`config.mk`:
```
export PLATFORM = sky130hd
export DESIGN_NAME = converter_cal_mode_sync_ctrl
export DESIGN_NICKNAME = d
export VERILOG_FILES = /design/src/verilog/cal_sync_pkg.sv /design/src/verilog/ref_clk_if.sv /design/src/verilog/converter_cal_mode_sync_ctrl.sv /design/src/verilog/ref_divider.sv
export VERILOG_INCLUDE_DIRS = /design/src /design/src/verilog
export SDC_FILE = /design/constraint.sdc
export NUM_CORES = 1
export LEC_CHECK = 0
export BUFFER_PORTS_ARGS = -buffer_cell sky130_fd_sc_hd__buf_2
export CORE_UTILIZATION = 56
export CTS_BUF_LIST = sky130_fd_sc_hd__clkbuf_16
export CTS_CLUSTER_SIZE = 10
export DETAILED_ROUTE_END_ITERATION = 7
export PLACE_DENSITY = 0.82
export RECOVER_POWER = 50
export SYNTH_ARGS = -nofsm -noshare
export SYNTH_HDL_FRONTEND = slang
export SYNTH_SLANG_ARGS = --single-unit
```
`constraint.sdc`:
```
create_clock -name ref_clk -period 3 [get_ports ref_clk]
set_input_delay 0.6 -clock ref_clk [delete_from_list [all_inputs] [get_ports ref_clk]]
set_output_delay 0.6 -clock ref_clk [all_outputs]
set_load 0.01 [all_outputs]
```
`src/verilog/cal_sync_consts.svh`:
```
// Purpose: named constants for the calibration, mode select and reference clock block
// Assumes: ref_clk at 125 MHz
// Notes: times are in ns; CAL_L_CYCLES and CAL_H_CYCLES derive from them
`ifndef CAL_SYNC_CONSTS_SVH
`define CAL_SYNC_CONSTS_SVH
`define CLK_PERIOD_NS 8
`define REF_DIV_RATIO 4
`define CTRL_ADDR_MAIN 4'h0
`define CTRL_ADDR_SYNC 4'he
`define BIT_DES_SELECT 7
`define BIT_REF_OUT_EN 1
`define BIT_TRIM_REQ 0
`define T_CAL_L_NS 80
`define T_CAL_H_NS 80
`define CAL_L_CYCLES ((`T_CAL_L_NS + `CLK_PERIOD_NS - 1) / `CLK_PERIOD_NS)
`define CAL_H_CYCLES ((`T_CAL_H_NS + `CLK_PERIOD_NS - 1) / `CLK_PERIOD_NS)
`define POR_WAIT_SHORT 16'h0100
`define POR_WAIT_LONG 16'h1000
`define TRIM_RUN_CYCLES 16'h0400
`define CNT_W 16
`define DLY_W 4
`endif

```
`src/verilog/cal_sync_pkg.sv`:
```
// Purpose: shared types for the calibration and sync block
// Assumes: nothing beyond the constants header
// Notes: states encoded in binary
package cal_sync_pkg;
  typedef enum logic [1:0] {
    trim_por_wait = 2'b00,
    trim_idle = 2'b01,
    trim_run = 2'b10
  } trim_state_type;
  typedef enum logic [1:0] {
    arm_wait_low = 2'b00,
    arm_low = 2'b01,
    arm_high = 2'b10
  } arm_state_type;
endpackage

```
`src/verilog/ref_clk_if.sv`:
```
// Purpose: carries the divided clock phase between divider and control
// Assumes: single clock domain
// Notes: phase is the internal divided clock position
interface ref_clk_if;
  logic [1:0] phase;
  logic div_clk;
  logic align_pulse;
  modport divider(output phase, output div_clk, input align_pulse);
  modport ctrl(input phase, input div_clk, output align_pulse);
endinterface

```
`src/verilog/converter_cal_mode_sync_ctrl.sv`:
```
// Purpose: mode select, self-trim sequencing and reference clock distribution
// Assumes: pins are asynchronous to ref_clk; ctrl bits come from a config store
// Notes: cfg_* inputs model the serial-port register writes; the held bits reset to defaults
//        whenever extended control is disabled
`include "cal_sync_consts.svh"

module converter_cal_mode_sync_ctrl
  import cal_sync_pkg::*;
(
  input wire logic ref_clk,
  input wire logic rst,
  input wire logic extended_control_enable_n,
  input wire logic dual_edge_select_pin,
  input wire logic power_on_trim_wait_select,
  input wire logic trim_trigger_pin,
  input wire logic ref_clk_in,
  input wire logic sync_active,
  input wire logic sync_slave,
  input wire logic [`DLY_W-1:0] ref_in_delay,
  input wire logic cfg_write,
  input wire logic [3:0] cfg_addr,
  input wire logic [15:0] cfg_wdata,
  output logic extended_control_mode,
  output logic dual_edge_mode,
  output logic q_input_used,
  output logic sample_both_edges,
  output logic self_trim_active,
  output logic sync_ref_clock_out_a,
  output logic sync_ref_clock_out_b,
  output logic [1:0] divided_phase
);
  import cal_sync_pkg::*;

  // two-stage synchronisers for every pin input
  logic [4:0] pin_s1_q;
  logic [4:0] pin_s2_q;
  logic [4:0] pin_raw;
  assign pin_raw = {ref_clk_in, trim_trigger_pin, power_on_trim_wait_select,
                    dual_edge_select_pin, extended_control_enable_n};
  // no reset on the chain: it keeps tracking the pins while rst is high, so the
  // trigger level seen on the first clock after reset is the real strap level;
  // a reset value here would hide a trigger held high through reset
  always_ff @(posedge ref_clk) begin
    pin_s1_q <= pin_raw;
    pin_s2_q <= pin_s1_q;
  end
  logic ece_n_s;
  logic des_pin_s;
  logic wait_sel_s;
  logic trig_pin_s;
  logic rclk_s;
  assign ece_n_s = pin_s2_q[0];
  assign des_pin_s = pin_s2_q[1];
  assign wait_sel_s = pin_s2_q[2];
  assign trig_pin_s = pin_s2_q[3];
  assign rclk_s = pin_s2_q[4];

  // control bits held while extended control is on
  logic des_bit_q;
  logic des_bit_d;
  logic trim_bit_q;
  logic trim_bit_d;
  logic ref_en_q;
  logic ref_en_d;
  logic ecm_q;
  logic ecm_d;
  always_comb begin
    ecm_d = ~ece_n_s;
    des_bit_d = des_bit_q;
    trim_bit_d = trim_bit_q;
    ref_en_d = ref_en_q;
    if (!ecm_q) begin
      des_bit_d = 1'b0;
      trim_bit_d = 1'b0;
      ref_en_d = 1'b0;
    end else if (cfg_write && cfg_addr == `CTRL_ADDR_MAIN) begin
      des_bit_d = cfg_wdata[`BIT_DES_SELECT];
      trim_bit_d = cfg_wdata[`BIT_TRIM_REQ];
    end else if (cfg_write && cfg_addr == `CTRL_ADDR_SYNC) begin
      ref_en_d = cfg_wdata[`BIT_REF_OUT_EN];
    end
  end
  always_ff @(posedge ref_clk) begin
    if (rst) begin
      ecm_q <= 1'b0;
      des_bit_q <= 1'b0;
      trim_bit_q <= 1'b0;
      ref_en_q <= 1'b0;
    end else begin
      ecm_q <= ecm_d;
      des_bit_q <= des_bit_d;
      trim_bit_q <= trim_bit_d;
      ref_en_q <= ref_en_d;
    end
  end

  // mode select
  logic des_q;
  logic des_d;
  always_comb begin
    if (ecm_q) begin
      des_d = des_bit_q;
    end else begin
      des_d = des_pin_s;
    end
  end
  always_ff @(posedge ref_clk) begin
    if (rst) begin
      des_q <= 1'b0;
    end else begin
      des_q <= des_d;
    end
  end
  assign extended_control_mode = ecm_q;
  assign dual_edge_mode = des_q;
  assign q_input_used = ~des_q;
  assign sample_both_edges = des_q;

  // trigger: pin ORed with bit in extended control, qualified by min low/high times
  logic trig;
  assign trig = trig_pin_s | (ecm_q & trim_bit_q);
  arm_state_type arm_q;
  arm_state_type arm_d;
  logic [`CNT_W-1:0] arm_cnt_q;
  logic [`CNT_W-1:0] arm_cnt_d;
  logic trig_fire;
  always_comb begin
    arm_d = arm_q;
    arm_cnt_d = arm_cnt_q;
    trig_fire = 1'b0;
    unique case (arm_q)
      arm_wait_low: begin
        arm_cnt_d = '0;
        if (!trig) begin
          arm_d = arm_low;
        end
      end
      arm_low: begin
        if (trig) begin
          arm_cnt_d = '0;
          if (arm_cnt_q >= `CNT_W'(`CAL_L_CYCLES)) begin
            arm_d = arm_high;
          end
        end else if (arm_cnt_q < `CNT_W'(`CAL_L_CYCLES)) begin
          arm_cnt_d = arm_cnt_q + `CNT_W'(1);
        end
      end
      arm_high: begin
        if (!trig) begin
          arm_d = arm_low;
          arm_cnt_d = `CNT_W'(1);
        end else if (arm_cnt_q + `CNT_W'(1) >= `CNT_W'(`CAL_H_CYCLES)) begin
          trig_fire = 1'b1;
          arm_d = arm_wait_low;
        end else begin
          arm_cnt_d = arm_cnt_q + `CNT_W'(1);
        end
      end
      default: begin
        arm_d = arm_wait_low;
      end
    endcase
  end
  always_ff @(posedge ref_clk) begin
    if (rst) begin
      arm_q <= arm_wait_low;
      arm_cnt_q <= '0;
    end else begin
      arm_q <= arm_d;
      arm_cnt_q <= arm_cnt_d;
    end
  end

  // trim sequencer; power-on wait is inhibited if the trigger is high on the first clock after reset, until a qualified trigger fires
  trim_state_type trim_q;
  trim_state_type trim_d;
  logic [`CNT_W-1:0] trim_cnt_q;
  logic [`CNT_W-1:0] trim_cnt_d;
  logic por_hold_q;
  logic por_hold_d;
  logic first_q;
  logic first_d;
  logic [`CNT_W-1:0] por_wait;
  assign por_wait = wait_sel_s ? `POR_WAIT_LONG : `POR_WAIT_SHORT;
  always_comb begin
    trim_d = trim_q;
    trim_cnt_d = trim_cnt_q;
    first_d = 1'b0;
    por_hold_d = por_hold_q;
    // strap of trigger level is caught on the first clock after reset
    if (first_q) begin
      por_hold_d = trig;
    end else if (trig_fire) begin
      por_hold_d = 1'b0;
    end
    unique case (trim_q)
      trim_por_wait: begin
        if (trig_fire) begin
          trim_d = trim_run;
          trim_cnt_d = '0;
        end else if (!first_q && !por_hold_q) begin
          if (trim_cnt_q >= por_wait) begin
            trim_d = trim_run;
            trim_cnt_d = '0;
          end else begin
            trim_cnt_d = trim_cnt_q + `CNT_W'(1);
          end
        end
      end
      trim_idle: begin
        trim_cnt_d = '0;
        if (trig_fire) begin
          trim_d = trim_run;
        end
      end
      trim_run: begin
        if (trim_cnt_q >= `TRIM_RUN_CYCLES - `CNT_W'(1)) begin
          trim_d = trim_idle;
          trim_cnt_d = '0;
        end else begin
          trim_cnt_d = trim_cnt_q + `CNT_W'(1);
        end
      end
      default: begin
        trim_d = trim_idle;
      end
    endcase
  end
  always_ff @(posedge ref_clk) begin
    if (rst) begin
      trim_q <= trim_por_wait;
      trim_cnt_q <= '0;
      por_hold_q <= 1'b1;
      first_q <= 1'b1;
    end else begin
      trim_q <= trim_d;
      trim_cnt_q <= trim_cnt_d;
      por_hold_q <= por_hold_d;
      first_q <= first_d;
    end
  end
  assign self_trim_active = (trim_q == trim_run);

  // slave alignment: delay the synchronised reference, align on its rising edge
  logic [(1 << `DLY_W)-1:0] rclk_dly_q;
  logic [(1 << `DLY_W)-1:0] rclk_dly_d;
  logic rclk_prev_q;
  logic rclk_prev_d;
  logic rclk_tap;
  ref_clk_if div_bus ();
  assign rclk_tap = rclk_dly_q[ref_in_delay];
  always_comb begin
    rclk_dly_d = {rclk_dly_q[(1 << `DLY_W)-2:0], rclk_s};
    rclk_prev_d = rclk_tap;
  end
  always_ff @(posedge ref_clk) begin
    if (rst) begin
      rclk_dly_q <= '0;
      rclk_prev_q <= 1'b0;
    end else begin
      rclk_dly_q <= rclk_dly_d;
      rclk_prev_q <= rclk_prev_d;
    end
  end
  // only the slave re-phases; a master keeps free-running division
  assign div_bus.align_pulse = sync_active & sync_slave & rclk_tap & ~rclk_prev_q;
  ref_divider u_div (
    .ref_clk(ref_clk),
    .rst(rst),
    .bus(div_bus)
  );

  // reference outputs registered, gated by enable, in master and slave alike
  logic ref_out_q;
  logic ref_out_d;
  assign ref_out_d = ref_en_q & div_bus.div_clk;
  always_ff @(posedge ref_clk) begin
    if (rst) begin
      ref_out_q <= 1'b0;
    end else begin
      ref_out_q <= ref_out_d;
    end
  end
  assign sync_ref_clock_out_a = ref_out_q;
  assign sync_ref_clock_out_b = ref_out_q;
  assign divided_phase = div_bus.phase;
endmodule

```
`src/verilog/ref_divider.sv`:
```
// Purpose: divide-by-four phase counter with slave alignment
// Assumes: align_pulse is already synchronised
// Notes: alignment loads a fixed phase so all devices agree
module ref_divider (
  input wire logic ref_clk,
  input wire logic rst,
  ref_clk_if.divider bus
);
  logic [1:0] phase_q;
  logic [1:0] phase_d;
  always_comb begin
    if (bus.align_pulse) begin
      phase_d = 2'h0;
    end else begin
      phase_d = phase_q + 2'h1;
    end
  end
  always_ff @(posedge ref_clk) begin
    if (rst) begin
      phase_q <= 2'h0;
    end else begin
      phase_q <= phase_d;
    end
  end
  assign bus.phase = phase_q;
  assign bus.div_clk = phase_q[1];
endmodule

```
==> flow_metrics.env, run 1 <==
export IMPL_portBuffers=29
export IMPL_clk_latency_ns=0.33
export IMPL_holdBufCountCts=0
export IMPL_fin_crit_sh_pct=95.3
export IMPL_p_comb_share_pct=17.6
export IMPL_ctsHtreeMaxLevel=3
export IMPL_vdd_ir_drop_max_uv=372
export IMPL_rows=27
export IMPL_clkPwrFrac_pct=40.5
export IMPL_place_congestion=0.825
export IMPL_initialDrtViolationCount=130
export IMPL_max_cap_viol_count=1
export IMPL_criticalPathCategory="reg -> reg"
export IMPL_synth_edf_count=0
export IMPL_synth_area_leaders="dfxtp_1, ha_1, nor2b_1"
export IMPL_p_leak_nw=1.54
export IMPL_seqPwrFrac_pct=41.8
export IMPL_drv_slew=50
export IMPL_met3_length_um=274
export IMPL_hold_viol=0
export IMPL_synth_top_area_share_pct=44.0
export IMPL_nets=428
export IMPL_cts_buffer_depth=2
export IMPL_syn_area_um2=3320
export IMPL_status="finished, violations left"
export IMPL_drive_gt1_share_pct=17.2
export IMPL_dp_cells=438
export IMPL_cp_data_arrival_time_ns=3.07
export IMPL_dp_slack_ns=-0.0579
export IMPL_path_clk_slew_ns=0.06
export IMPL_violations="max-capacitance violations, max-slew violations"
export IMPL_crit_path_max_incr_delay_ns=0.41
export IMPL_initial_core_util_pct=59.2
export IMPL_ios=43
export IMPL_antenna_diode_count=0
export IMPL_finalWorstSetupSlack_ns=0.140
export IMPL_min_path_type="reg -> reg"
export IMPL_p_int_mw=1.84
export IMPL_grt_pass1_vias=2453
export IMPL_yosys_most_used_dff="dfxtp_1"
export IMPL_startpoint_type="flip-flop"
export IMPL_chipHeight_um=79.0
export IMPL_firstDrtPassIters=4
export IMPL_numClockSinks=73
export IMPL_grt_overflow=0
export IMPL_cpMaxStageDelayCell="a221o_1"
export IMPL_rsz0062_at_grt="no"
export IMPL_swShare_pct=26.9
export IMPL_grt_usage_pct=23.2
export IMPL_required_ns=3.21
export IMPL_cts_buffers=9
export IMPL_setup_viol=0
export IMPL_finalSetupTns_ns=0
export IMPL_grt_first_pass_wirelength_um=11100
export IMPL_grt_start_max_net_pins=50
export IMPL_crit_fanout=8
export IMPL_wl_met2_um=3120
export IMPL_synth_top_area_cell="dfxtp_1"
export IMPL_end_kind="flip-flop"
export IMPL_root_buffer="clkbuf_16"
export IMPL_cts_tree="done"
export IMPL_worst_pin_slew_ns=2.02
export IMPL_netlist_instances=342
export IMPL_yosys_warnings=0
export IMPL_power_density_nw_per_um2=655
export IMPL_period_needed_ns=2.86
export IMPL_max_freq_mhz=350
export IMPL_synth_avg_cell_area_um2=9.71
export IMPL_dpl_hpwl_um=4250
export IMPL_synth_cell_types=55
export IMPL_core_area_um2=5610
export IMPL_antenna_left=0
export IMPL_instances_no_fill=456
export IMPL_wl_per_cell_um=14.0
export IMPL_area_delta_synth_final_pct=15.8
export IMPL_final_util_pct=68.6
export IMPL_synth_seq_cells=73
export IMPL_top_layer="met4"
export IMPL_yosysSeqAreaShare_pct=44.0
export IMPL_wl_um=6400
export IMPL_vias=2582
export IMPL_slew_headroom_pct=-34.4
export IMPL_die_w_um=79.0
export IMPL_route_detailed_drc=0
export IMPL_fillers=453
export IMPL_die_area_um2=6240
export IMPL_antenna_found_initial=0
export IMPL_ys_async_sr_fraction_pct=0
export IMPL_wl_met1_um=2870
export IMPL_p_switching_mw=0.676
export IMPL_path_cells="ha_1 > nand4_1 > nor3_1 > or3_1 > a22oi_2 > a311oi_4 > nand3b_1 > buf_4 > a21oi_1 > a221o_1"
export IMPL_synth_net_count=391
export IMPL_viasPerCell=5.66
export IMPL_fin_skew_ns=0.00379
## area by class of cell
cell class | instances | area, µm² | share of cell area, %
multi-input combinational | 239 | 1730 | 44.9
timing repair buffer | 40 | 216 | 5.63
inverter | 16 | 60.1 | 1.56
tap | 72 | 90.1 | 2.34
sequential | 73 | 1460 | 38.0
clock buffer | 9 | 225 | 5.86
clock inverter | 7 | 63.8 | 1.66
## final timing paths
| path | from | endpoint | slack, ns | depth (start not counted) |
|---|---|---|---|---|
| max | arm_cnt_q[0] | trim_cnt_q[6] | 0.14 | 10 |
| min | pin_s1_q[0] | pin_s2_q[0] | 0.32 | 0 |
| max reg2reg | arm_cnt_q[0] | trim_cnt_q[6] | 0.14 | 10 |
| min reg2reg | pin_s1_q[0] | pin_s2_q[0] | 0.32 | 0 |
## critical path: cells and delay by family, from the launching register on
kind	cells	cell delay, ns
compound gates	4	1.05
simple gates	4	0.90
flops	1	0.39
fa+ha+maj	1	0.22
buf+inv	1	0.17
## placed cells by master, fill, tap and decap left out, drive strengths merged, types with 4 or more instances in the layout
master,Yosys,routed
dfxtp,73,73
buf,9,31
nor2b,23,23
inv,16,18
nor2,18,18
clkbuf,5,18
a21oi,17,17
nand3,16,16
o21ai,15,15
and2,15,15
ha,15,15
or3,15,15
nand2,14,14
xnor2,7,7
nor3,6,6
a221oi,6,6
nand4,6,6
mux2i,5,5
mux4,5,5
a21o,5,5
nand2b,4,4
or2,4,4
a22o,4,4
nor4,4,4
## cell usage after synthesis (all sizes together), types with 2 or more instances
cell	instances
or3	15
mux2i	5
ha	15
a221oi	6
nor3b	2
xnor2	7
a21oi	17
and3	2
a211oi	3
nor4	4
a2111oi	2
mux4	5
inv	16
o21ai	15
o21bai	2
and2	15
nand3b	2
a311oi	2
or2	4
nor4b	2
or4	3
nand2	14
clkbuf	5
nand3	16
dfxtp	73
buf	9
a22o	4
nor3	6
a21o	5
nor2	18
nand2b	4
nand4	6
nor2b	23
a211o	3
## sequential cells by signal, indices dropped and copies added (netlist names)
name                   count
trim_q                     2
ref_en_q                   1
dual_edge_mode             1
pin_s2_q                   5
first_q                    1
trim_cnt_q                16
por_hold_q                 1
sync_ref_clock_out_a       1
u_div.bus.phase            2
arm_q                      2
pin_s1_q                   5
rclk_prev_q                1
trim_bit_q                 1
rclk_dly_q                16
des_bit_q                  1
arm_cnt_q                 16
extended_control_mode      1
## kinds of logic (layout without fill, tap and decap cells)
kind of cell / count (synthesis) / after routing / synth area share [%]
adders and majority gates: 15 / 15 / 5.65
muxes: 10 / 10 / 4.90
buffers and inverters: 30 / 72 / 4.18
xor gates and xnor gates: 7 / 7 / 1.85
and+or+nand+nor: 139 / 139 / 24.4
DFF: 73 / 73 / 44.0
AOI/OAI and AO/OA: 68 / 68 / 15.0
## per-stage QoR
step,hold slack [ns],instance area [µm²],total power [mW]
after CTS,0.327,3830,2.53
final,0.324,3840,2.52
after floorplan,0.310,3320,1.38
after global placement,0.310,3540,1.48
after detailed placement,0.314,3540,1.50
after global routing,0.332,3840,2.65
## metal layers
metal  vias up  track usage (%)
met3        13             6.55
met2        64             39.1
met1      1200             28.1
met4         0             8.55
li1       1305                -
met5         -                0
## power by group through the flow
stage                     combinational, mW  sequential (mW)  clock [mW]
after floorplan                       0.314             1.07           0
after global placement                0.414             1.07           0
after detailed placement              0.428             1.07           0
after CTS                             0.442             1.05        1.03
after global routing                  0.500             1.06        1.09
final                                 0.443             1.05        1.02
## what timing repair did
action / 4_1_cts / 5_1_grt
setup endpoints to repair: 14 / 10
resized for setup: 1 / 2
buffers inserted: 0 / 2
endpoints found under the hold margin: 0 / 0
Power figures use the tool's default switching activity.
==> run 2: changes to the inputs <==
==> constraint.sdc (replaced) <==
create_clock -name ref_clk -period 3 [get_ports ref_clk]
set_input_delay 0.3 -clock ref_clk [delete_from_list [all_inputs] [get_ports ref_clk]]
set_output_delay 0.3 -clock ref_clk [all_outputs]
set_load 0.01 [all_outputs]
==> run 2 against run 1 <==
  * The run now ends clean
  * Sequential share of layout area is essentially flat
  * Flip-flop and latch count is the same
  * Final cell count is the same
  * Combinational power grew 1%
  * Sequential power is essentially flat
  * Register-to-register slack gained 0.08 ns
  * Clock power is essentially flat
  * Non-clock buffer count is the same
  * Clock skew grew 0.00074 ns
  * Global-route usage shrank 1.4 points
  * First-iteration DRC count grew 29%
  * Critical path type unchanged
  * Largest power group unchanged
==> flow_metrics.env, run 2 (synthesis results as in run 1) <==
export IMPL_status="finished clean"
export IMPL_final_cell_mix="dfxtp_1, nor2b_1, buf_2, inv_1, nor2_1"
export IMPL_die_w_um=79.0
export IMPL_clk_latency_ns=0.33
export IMPL_rows=27
export IMPL_power_mw=2.52
export IMPL_rrSetupSlack_ns=0.22
export IMPL_nets=428
export IMPL_fillers=446
export IMPL_power_density_nw_per_um2=656
export IMPL_startpoint_type="flip-flop"
export IMPL_path_clk_slew_ns=0.06
export IMPL_r2r_start="arm_cnt_q[0]"
export IMPL_antenna_left=0
export IMPL_place_congestion=0.830
export IMPL_hold_viol=0
export IMPL_p_int_mw=1.84
export IMPL_numClockSinks=73
export IMPL_period_needed_ns=2.78
export IMPL_end_kind="flip-flop"
export IMPL_chipHeight_um=79.0
export IMPL_grt_usage_pct=21.8
export IMPL_root_buffer="clkbuf_16"
export IMPL_route_detailed_drc=0
export IMPL_min_delay_worst_endpoint="pin_s1_q[2]"
export IMPL_seqPwrFrac_pct=41.7
export IMPL_wl_per_cell_um=13.7
export IMPL_p_leak_nw=1.54
export IMPL_antenna_found_initial=0
export IMPL_required_ns=3.27
export IMPL_ctsHtreeMaxLevel=3
export IMPL_criticalPathCategory="reg -> reg"
export IMPL_finalSetupTns_ns=0
export IMPL_p_comb_share_pct=17.7
export IMPL_reg_top3="arm_cnt_q (16), rclk_dly_q (16), trim_cnt_q (16)"
export IMPL_firstDrtPassIters=4
export IMPL_vias=2594
export IMPL_viasPerCell=5.69
export IMPL_grt_overflow=0
export IMPL_fin_skew_ns=0.00453
export IMPL_r2r_end="trim_cnt_q[6]"
export IMPL_drv_slew=0
export IMPL_grt_start_max_net_pins=50
export IMPL_wl_um=6230
export IMPL_initial_core_util_pct=59.2
export IMPL_layout_commonest_cell="dfxtp_1"
export IMPL_crit_fanout=9
export IMPL_vdd_ir_drop_max_uv=360
export IMPL_worst_pin_slew_ns=0.814
export IMPL_clkPwrFrac_pct=40.5
export IMPL_cp_data_arrival_time_ns=3.05
export IMPL_area_delta_synth_final_pct=15.9
export IMPL_die_area_um2=6240
export IMPL_grt_first_pass_wirelength_um=10600
export IMPL_initialDrtViolationCount=168
export IMPL_rr_worst_depth=9
export IMPL_min_path_type="in -> reg"
export IMPL_max_cap_viol_count=0
export IMPL_dpl_hpwl_um=4190
export IMPL_grt_pass1_vias=2385
export IMPL_p_switching_mw=0.682
export IMPL_fin_crit_sh_pct=92.7
export IMPL_core_area_um2=5610
export IMPL_cts_buffer_depth=2
export IMPL_cts_buffers=9
export IMPL_slew_headroom_pct=45.7
export IMPL_antenna_diode_count=0
export IMPL_setup_viol=0
export IMPL_hp_start="power_on_trim_wait_select"
export IMPL_drive_gt1_share_pct=17.4
export IMPL_ios=43
export IMPL_max_freq_mhz=360
export IMPL_portBuffers=29
export IMPL_crit_path_start="arm_cnt_q[0]"
export IMPL_hold_path_depth=1
export IMPL_swShare_pct=27.0
export IMPL_cts_tree="done"
==> run 2: changes by cell type in the layout (fill, tap and decap cells not counted), sizes merged <==
cell,previous run,this run
clkbuf,18,17
buf,31,32
==> run 2: final cells by class <==
cell class              count  area [µm²]  share of cell area, %
flip-flops and latches     73        1460                   38.0
clock buffers               9         225                   5.86
inverters                  16        60.1                   1.56
well taps                  72        90.1                   2.34
repair buffers             40         218                   5.66
multi-input cells         239        1730                   44.9
clock inverters             7        63.8                   1.66
==> run 2: power by group through the flow <==
stage,combinational (mW),clock [mW],sequential (mW)
2_1_floorplan,0.314,0,1.07
3_3_place_gp,0.414,0,1.07
3_5_place_dp,0.425,0,1.07
4_1_cts,0.440,1.04,1.05
5_1_grt,0.512,1.09,1.06
6_report,0.448,1.02,1.05
==> run 2: worst max-delay path by stage <==
| stage | slack (ns) | endpoint |
|---|---|---|
| final | 0.22 | trim_cnt_q[6] |
| after global placement | 0.11 | trim_cnt_q[6] |
| after floorplan | 0.42 | arm_cnt_q[2] |
| after global routing | -0.008 | trim_cnt_q[13] |
| after CTS | 0.09 | trim_cnt_q[8] |
| after detailed placement | 0.02 | trim_cnt_q[6] |
==> run 2: routing by layer <==
layer | vias up | share of wire (%) | wire [µm] | track usage [%]
met4 | 0 | 1.3 | 82 | 6.55
met1 | 1211 | 47 | 2940 | 28.7
met2 | 66 | 47 | 2920 | 34.5
li1 | 1309 | - | - | -
met5 | - | 0 | 0 | 0
met3 | 8 | 4.6 | 287 | 6.55
==> run 2: repair_timing <==
item	in CTS	in global routing
setup endpoints to repair	3	11
hold buffers	0	0
gates resized for setup	1	2
buffers inserted	0	3
gates cloned	0	0
==> run 2: critical path, cell delays in order, from the launching register on <==
cell	delay (ns)
dfxtp_1	0.40
ha_1	0.22
nand3_1	0.13
nor4_2	0.32
nand4_1	0.16
a21oi_2	0.23
a311oi_4	0.16
nand3b_1	0.37
a21oi_1	0.51
a221o_1	0.22
==> run 2: stage by stage <==
| step | hold WS, ns | setup slack [ns] | std cells | instance area [µm²] | utilization, % |
|---|---|---|---|---|---|
| 5_1_grt | 0.0627 | -0.00793 | 456 | 3850 | 68.6 |
| 6_report | 0.0682 | 0.218 | 456 | 3850 | 68.6 |
| 2_1_floorplan | 0.310 | 0.416 | 342 | 3320 | - |
| 3_3_place_gp | 0.310 | 0.110 | 437 | 3540 | 63.1 |
| 4_1_cts | 0.0635 | 0.0899 | 453 | 3830 | 68.3 |
| 3_5_place_dp | 0.314 | 0.0239 | 437 | 3540 | 63.1 |
==> run 3: changes to the inputs <==
--- a/config.mk
+++ b/config.mk
@@ -8,11 +8,11 @@
 export LEC_CHECK = 0
 export BUFFER_PORTS_ARGS = -buffer_cell sky130_fd_sc_hd__buf_2
 export CORE_UTILIZATION = 56
-export CTS_BUF_LIST = sky130_fd_sc_hd__clkbuf_16
 export CTS_CLUSTER_SIZE = 10
 export DETAILED_ROUTE_END_ITERATION = 7
 export PLACE_DENSITY = 0.82
 export RECOVER_POWER = 50
+export SLEW_MARGIN = 20
 export SYNTH_ARGS = -nofsm -noshare
 export SYNTH_HDL_FRONTEND = slang
 export SYNTH_SLANG_ARGS = --single-unit
==> constraint.sdc (replaced) <==
create_clock -name ref_clk -period 3.1 [get_ports ref_clk]
set_input_delay 0.31 -clock ref_clk [delete_from_list [all_inputs] [get_ports ref_clk]]
set_output_delay 0.31 -clock ref_clk [all_outputs]
set_load 0.01 [all_outputs]
==> run 3 against run 2 <==
  * Combinational power down 3%
  * Sequential share of layout area up 1.0 points
  * Final cell count down 0.66%
  * First-iteration DRC count up 7.7%
  * Critical path type unchanged
  * Critical endpoint is now trim_cnt_q[10]
  * Largest power group unchanged
==> flow_metrics.env, run 3 (synthesis results as in run 1) <==
export IMPL_fin_crit_sh_pct=90.9
export IMPL_dpl_instance_area_um2=3540
export IMPL_chipHeight_um=79.0
export IMPL_cts_buffers=9
export IMPL_end_kind="flip-flop"
export IMPL_area_delta_synth_final_pct=12.9
export IMPL_cp_data_arrival_time_ns=3.12
export IMPL_rsz0062_at_grt="no"
export IMPL_hold_viol=0
export IMPL_antenna_diode_count=0
export IMPL_slew_headroom_pct=45.4
export IMPL_fin_skew_ns=0.00888
export IMPL_ctsResizeCount=0
export IMPL_power_density_nw_per_um2=606
export IMPL_drive_gt1_share_pct=16.8
export IMPL_cts_tree="done"
export IMPL_grt_pass1_vias=2518
export IMPL_seq_area_um2=1460
export IMPL_drv_slew=0
export IMPL_clk_latency_ns=0.35
export IMPL_grt_start_max_net_pins=50
export IMPL_die_w_um=79.0
export IMPL_grt_first_pass_wirelength_um=10900
export IMPL_instances_no_fill=453
export IMPL_final_cell_mix="dfxtp_1, nor2b_1, buf_2, nor2_1"
export IMPL_dp_cells=437
export IMPL_grt_usage_pct=22.3
export IMPL_required_ns=3.40
export IMPL_crit_fanout=9
export IMPL_initial_core_util_pct=59.2
export IMPL_numClockSinks=73
export IMPL_status="finished clean"
export IMPL_fillers=457
export IMPL_worst_pin_slew_ns=0.819
export IMPL_firstDrtPassIters=4
export IMPL_nets=425
export IMPL_reg_top3="arm_cnt_q (16), rclk_dly_q (16), trim_cnt_q (16)"
export IMPL_portBuffers=29
export IMPL_period_needed_ns=2.82
export IMPL_max_cap_viol_count=0
export IMPL_finalSetupTns_ns=0
export IMPL_p_leak_nw=1.49
export IMPL_wl_per_cell_um=13.5
export IMPL_initialDrtViolationCount=181
export IMPL_viasPerCell=5.62
export IMPL_max_freq_mhz=355
export IMPL_criticalPathCategory="reg -> reg"
export IMPL_dpl_hpwl_um=4190
export IMPL_multi_input_area_um2=1720
export IMPL_route_detailed_drc=0
export IMPL_vias=2545
export IMPL_holdBufCountCts=0
export IMPL_root_buffer="clkbuf_8"
export IMPL_rows=27
export IMPL_place_congestion=0.833
export IMPL_die_area_um2=6240
export IMPL_design_area_um2=3750
export IMPL_cts_setup_buffers=0
export IMPL_wl_um=6100
export IMPL_ios=43
export IMPL_min_path_type="in -> reg"
export IMPL_final_util_pct=66.8
export IMPL_grt_overflow=0
export IMPL_antenna_left=0
export IMPL_layout_commonest_cell="dfxtp_1"
export IMPL_startpoint_type="flip-flop"
export IMPL_core_area_um2=5610
export IMPL_path_clk_slew_ns=0.08
export IMPL_cts_buffer_depth=2
export IMPL_hold_ws_ns=0.0518
export IMPL_antenna_found_initial=0
export IMPL_setup_viol=0
export IMPL_vdd_ir_drop_max_uv=308
export IMPL_ctsHtreeMaxLevel=3
## run 3: power by group
| part | switching, mW | internal [mW] | leakage (nW) |
|---|---|---|---|
| clock | 0.361 | 0.457 | 0.111 |
| combinational | 0.255 | 0.181 | 0.788 |
| sequential | 0.0378 | 0.981 | 0.595 |
| total | 0.653 | 1.62 | 1.49 |
## run 3: layout make-up
type | instances | share of cell area (%)
multi-input cells | 239 | 45.9
flip-flops and latches | 73 | 39.0
repair buffers | 37 | 5.21
clock buffers | 10 | 3.41
clock inverters | 6 | 2.44
well taps | 72 | 2.40
inverters | 16 | 1.60
## run 3: path summary, 6_finish.rpt
kind / startpoint / endpoint / slack (ns) / cells past startpoint
min: power_on_trim_wait_select / pin_s1_q[2] / 0.05 / 1
min reg2reg: pin_s1_q[1] / pin_s2_q[1] / 0.33 / 0
max reg2reg: arm_cnt_q[0] / trim_cnt_q[10] / 0.28 / 10
max: arm_cnt_q[0] / trim_cnt_q[10] / 0.28 / 10
## run 3: metrics by stage
| stage | setup WS (ns) | power (mW) |
|---|---|---|
| after floorplan | 0.516 | 1.34 |
| after global placement | 0.199 | 1.44 |
| after detailed placement | 0.100 | 1.46 |
| after CTS | 0.0596 | 2.29 |
| after global routing | 0.0587 | 2.40 |
| final | 0.282 | 2.27 |
## run 3: layer usage
metal | up-vias | GRT usage, % | part of all wire (%)
li1 | 1304 | - | -
met4 | 0 | 8.18 | 1.2
met3 | 9 | 6.67 | 4.7
met2 | 47 | 36.9 | 47
met1 | 1185 | 27.4 | 47
met5 | - | 0 | 0
## run 3: critical path, cell delays in order (launching register included)
cell	delay, ns
dfxtp_1	0.40
ha_1	0.21
nand4_1	0.17
nor3_1	0.34
nand3_1	0.14
a22oi_2	0.24
a311oi_4	0.17
nand3b_1	0.40
buf_4	0.28
a221oi_1	0.25
o22a_1	0.17
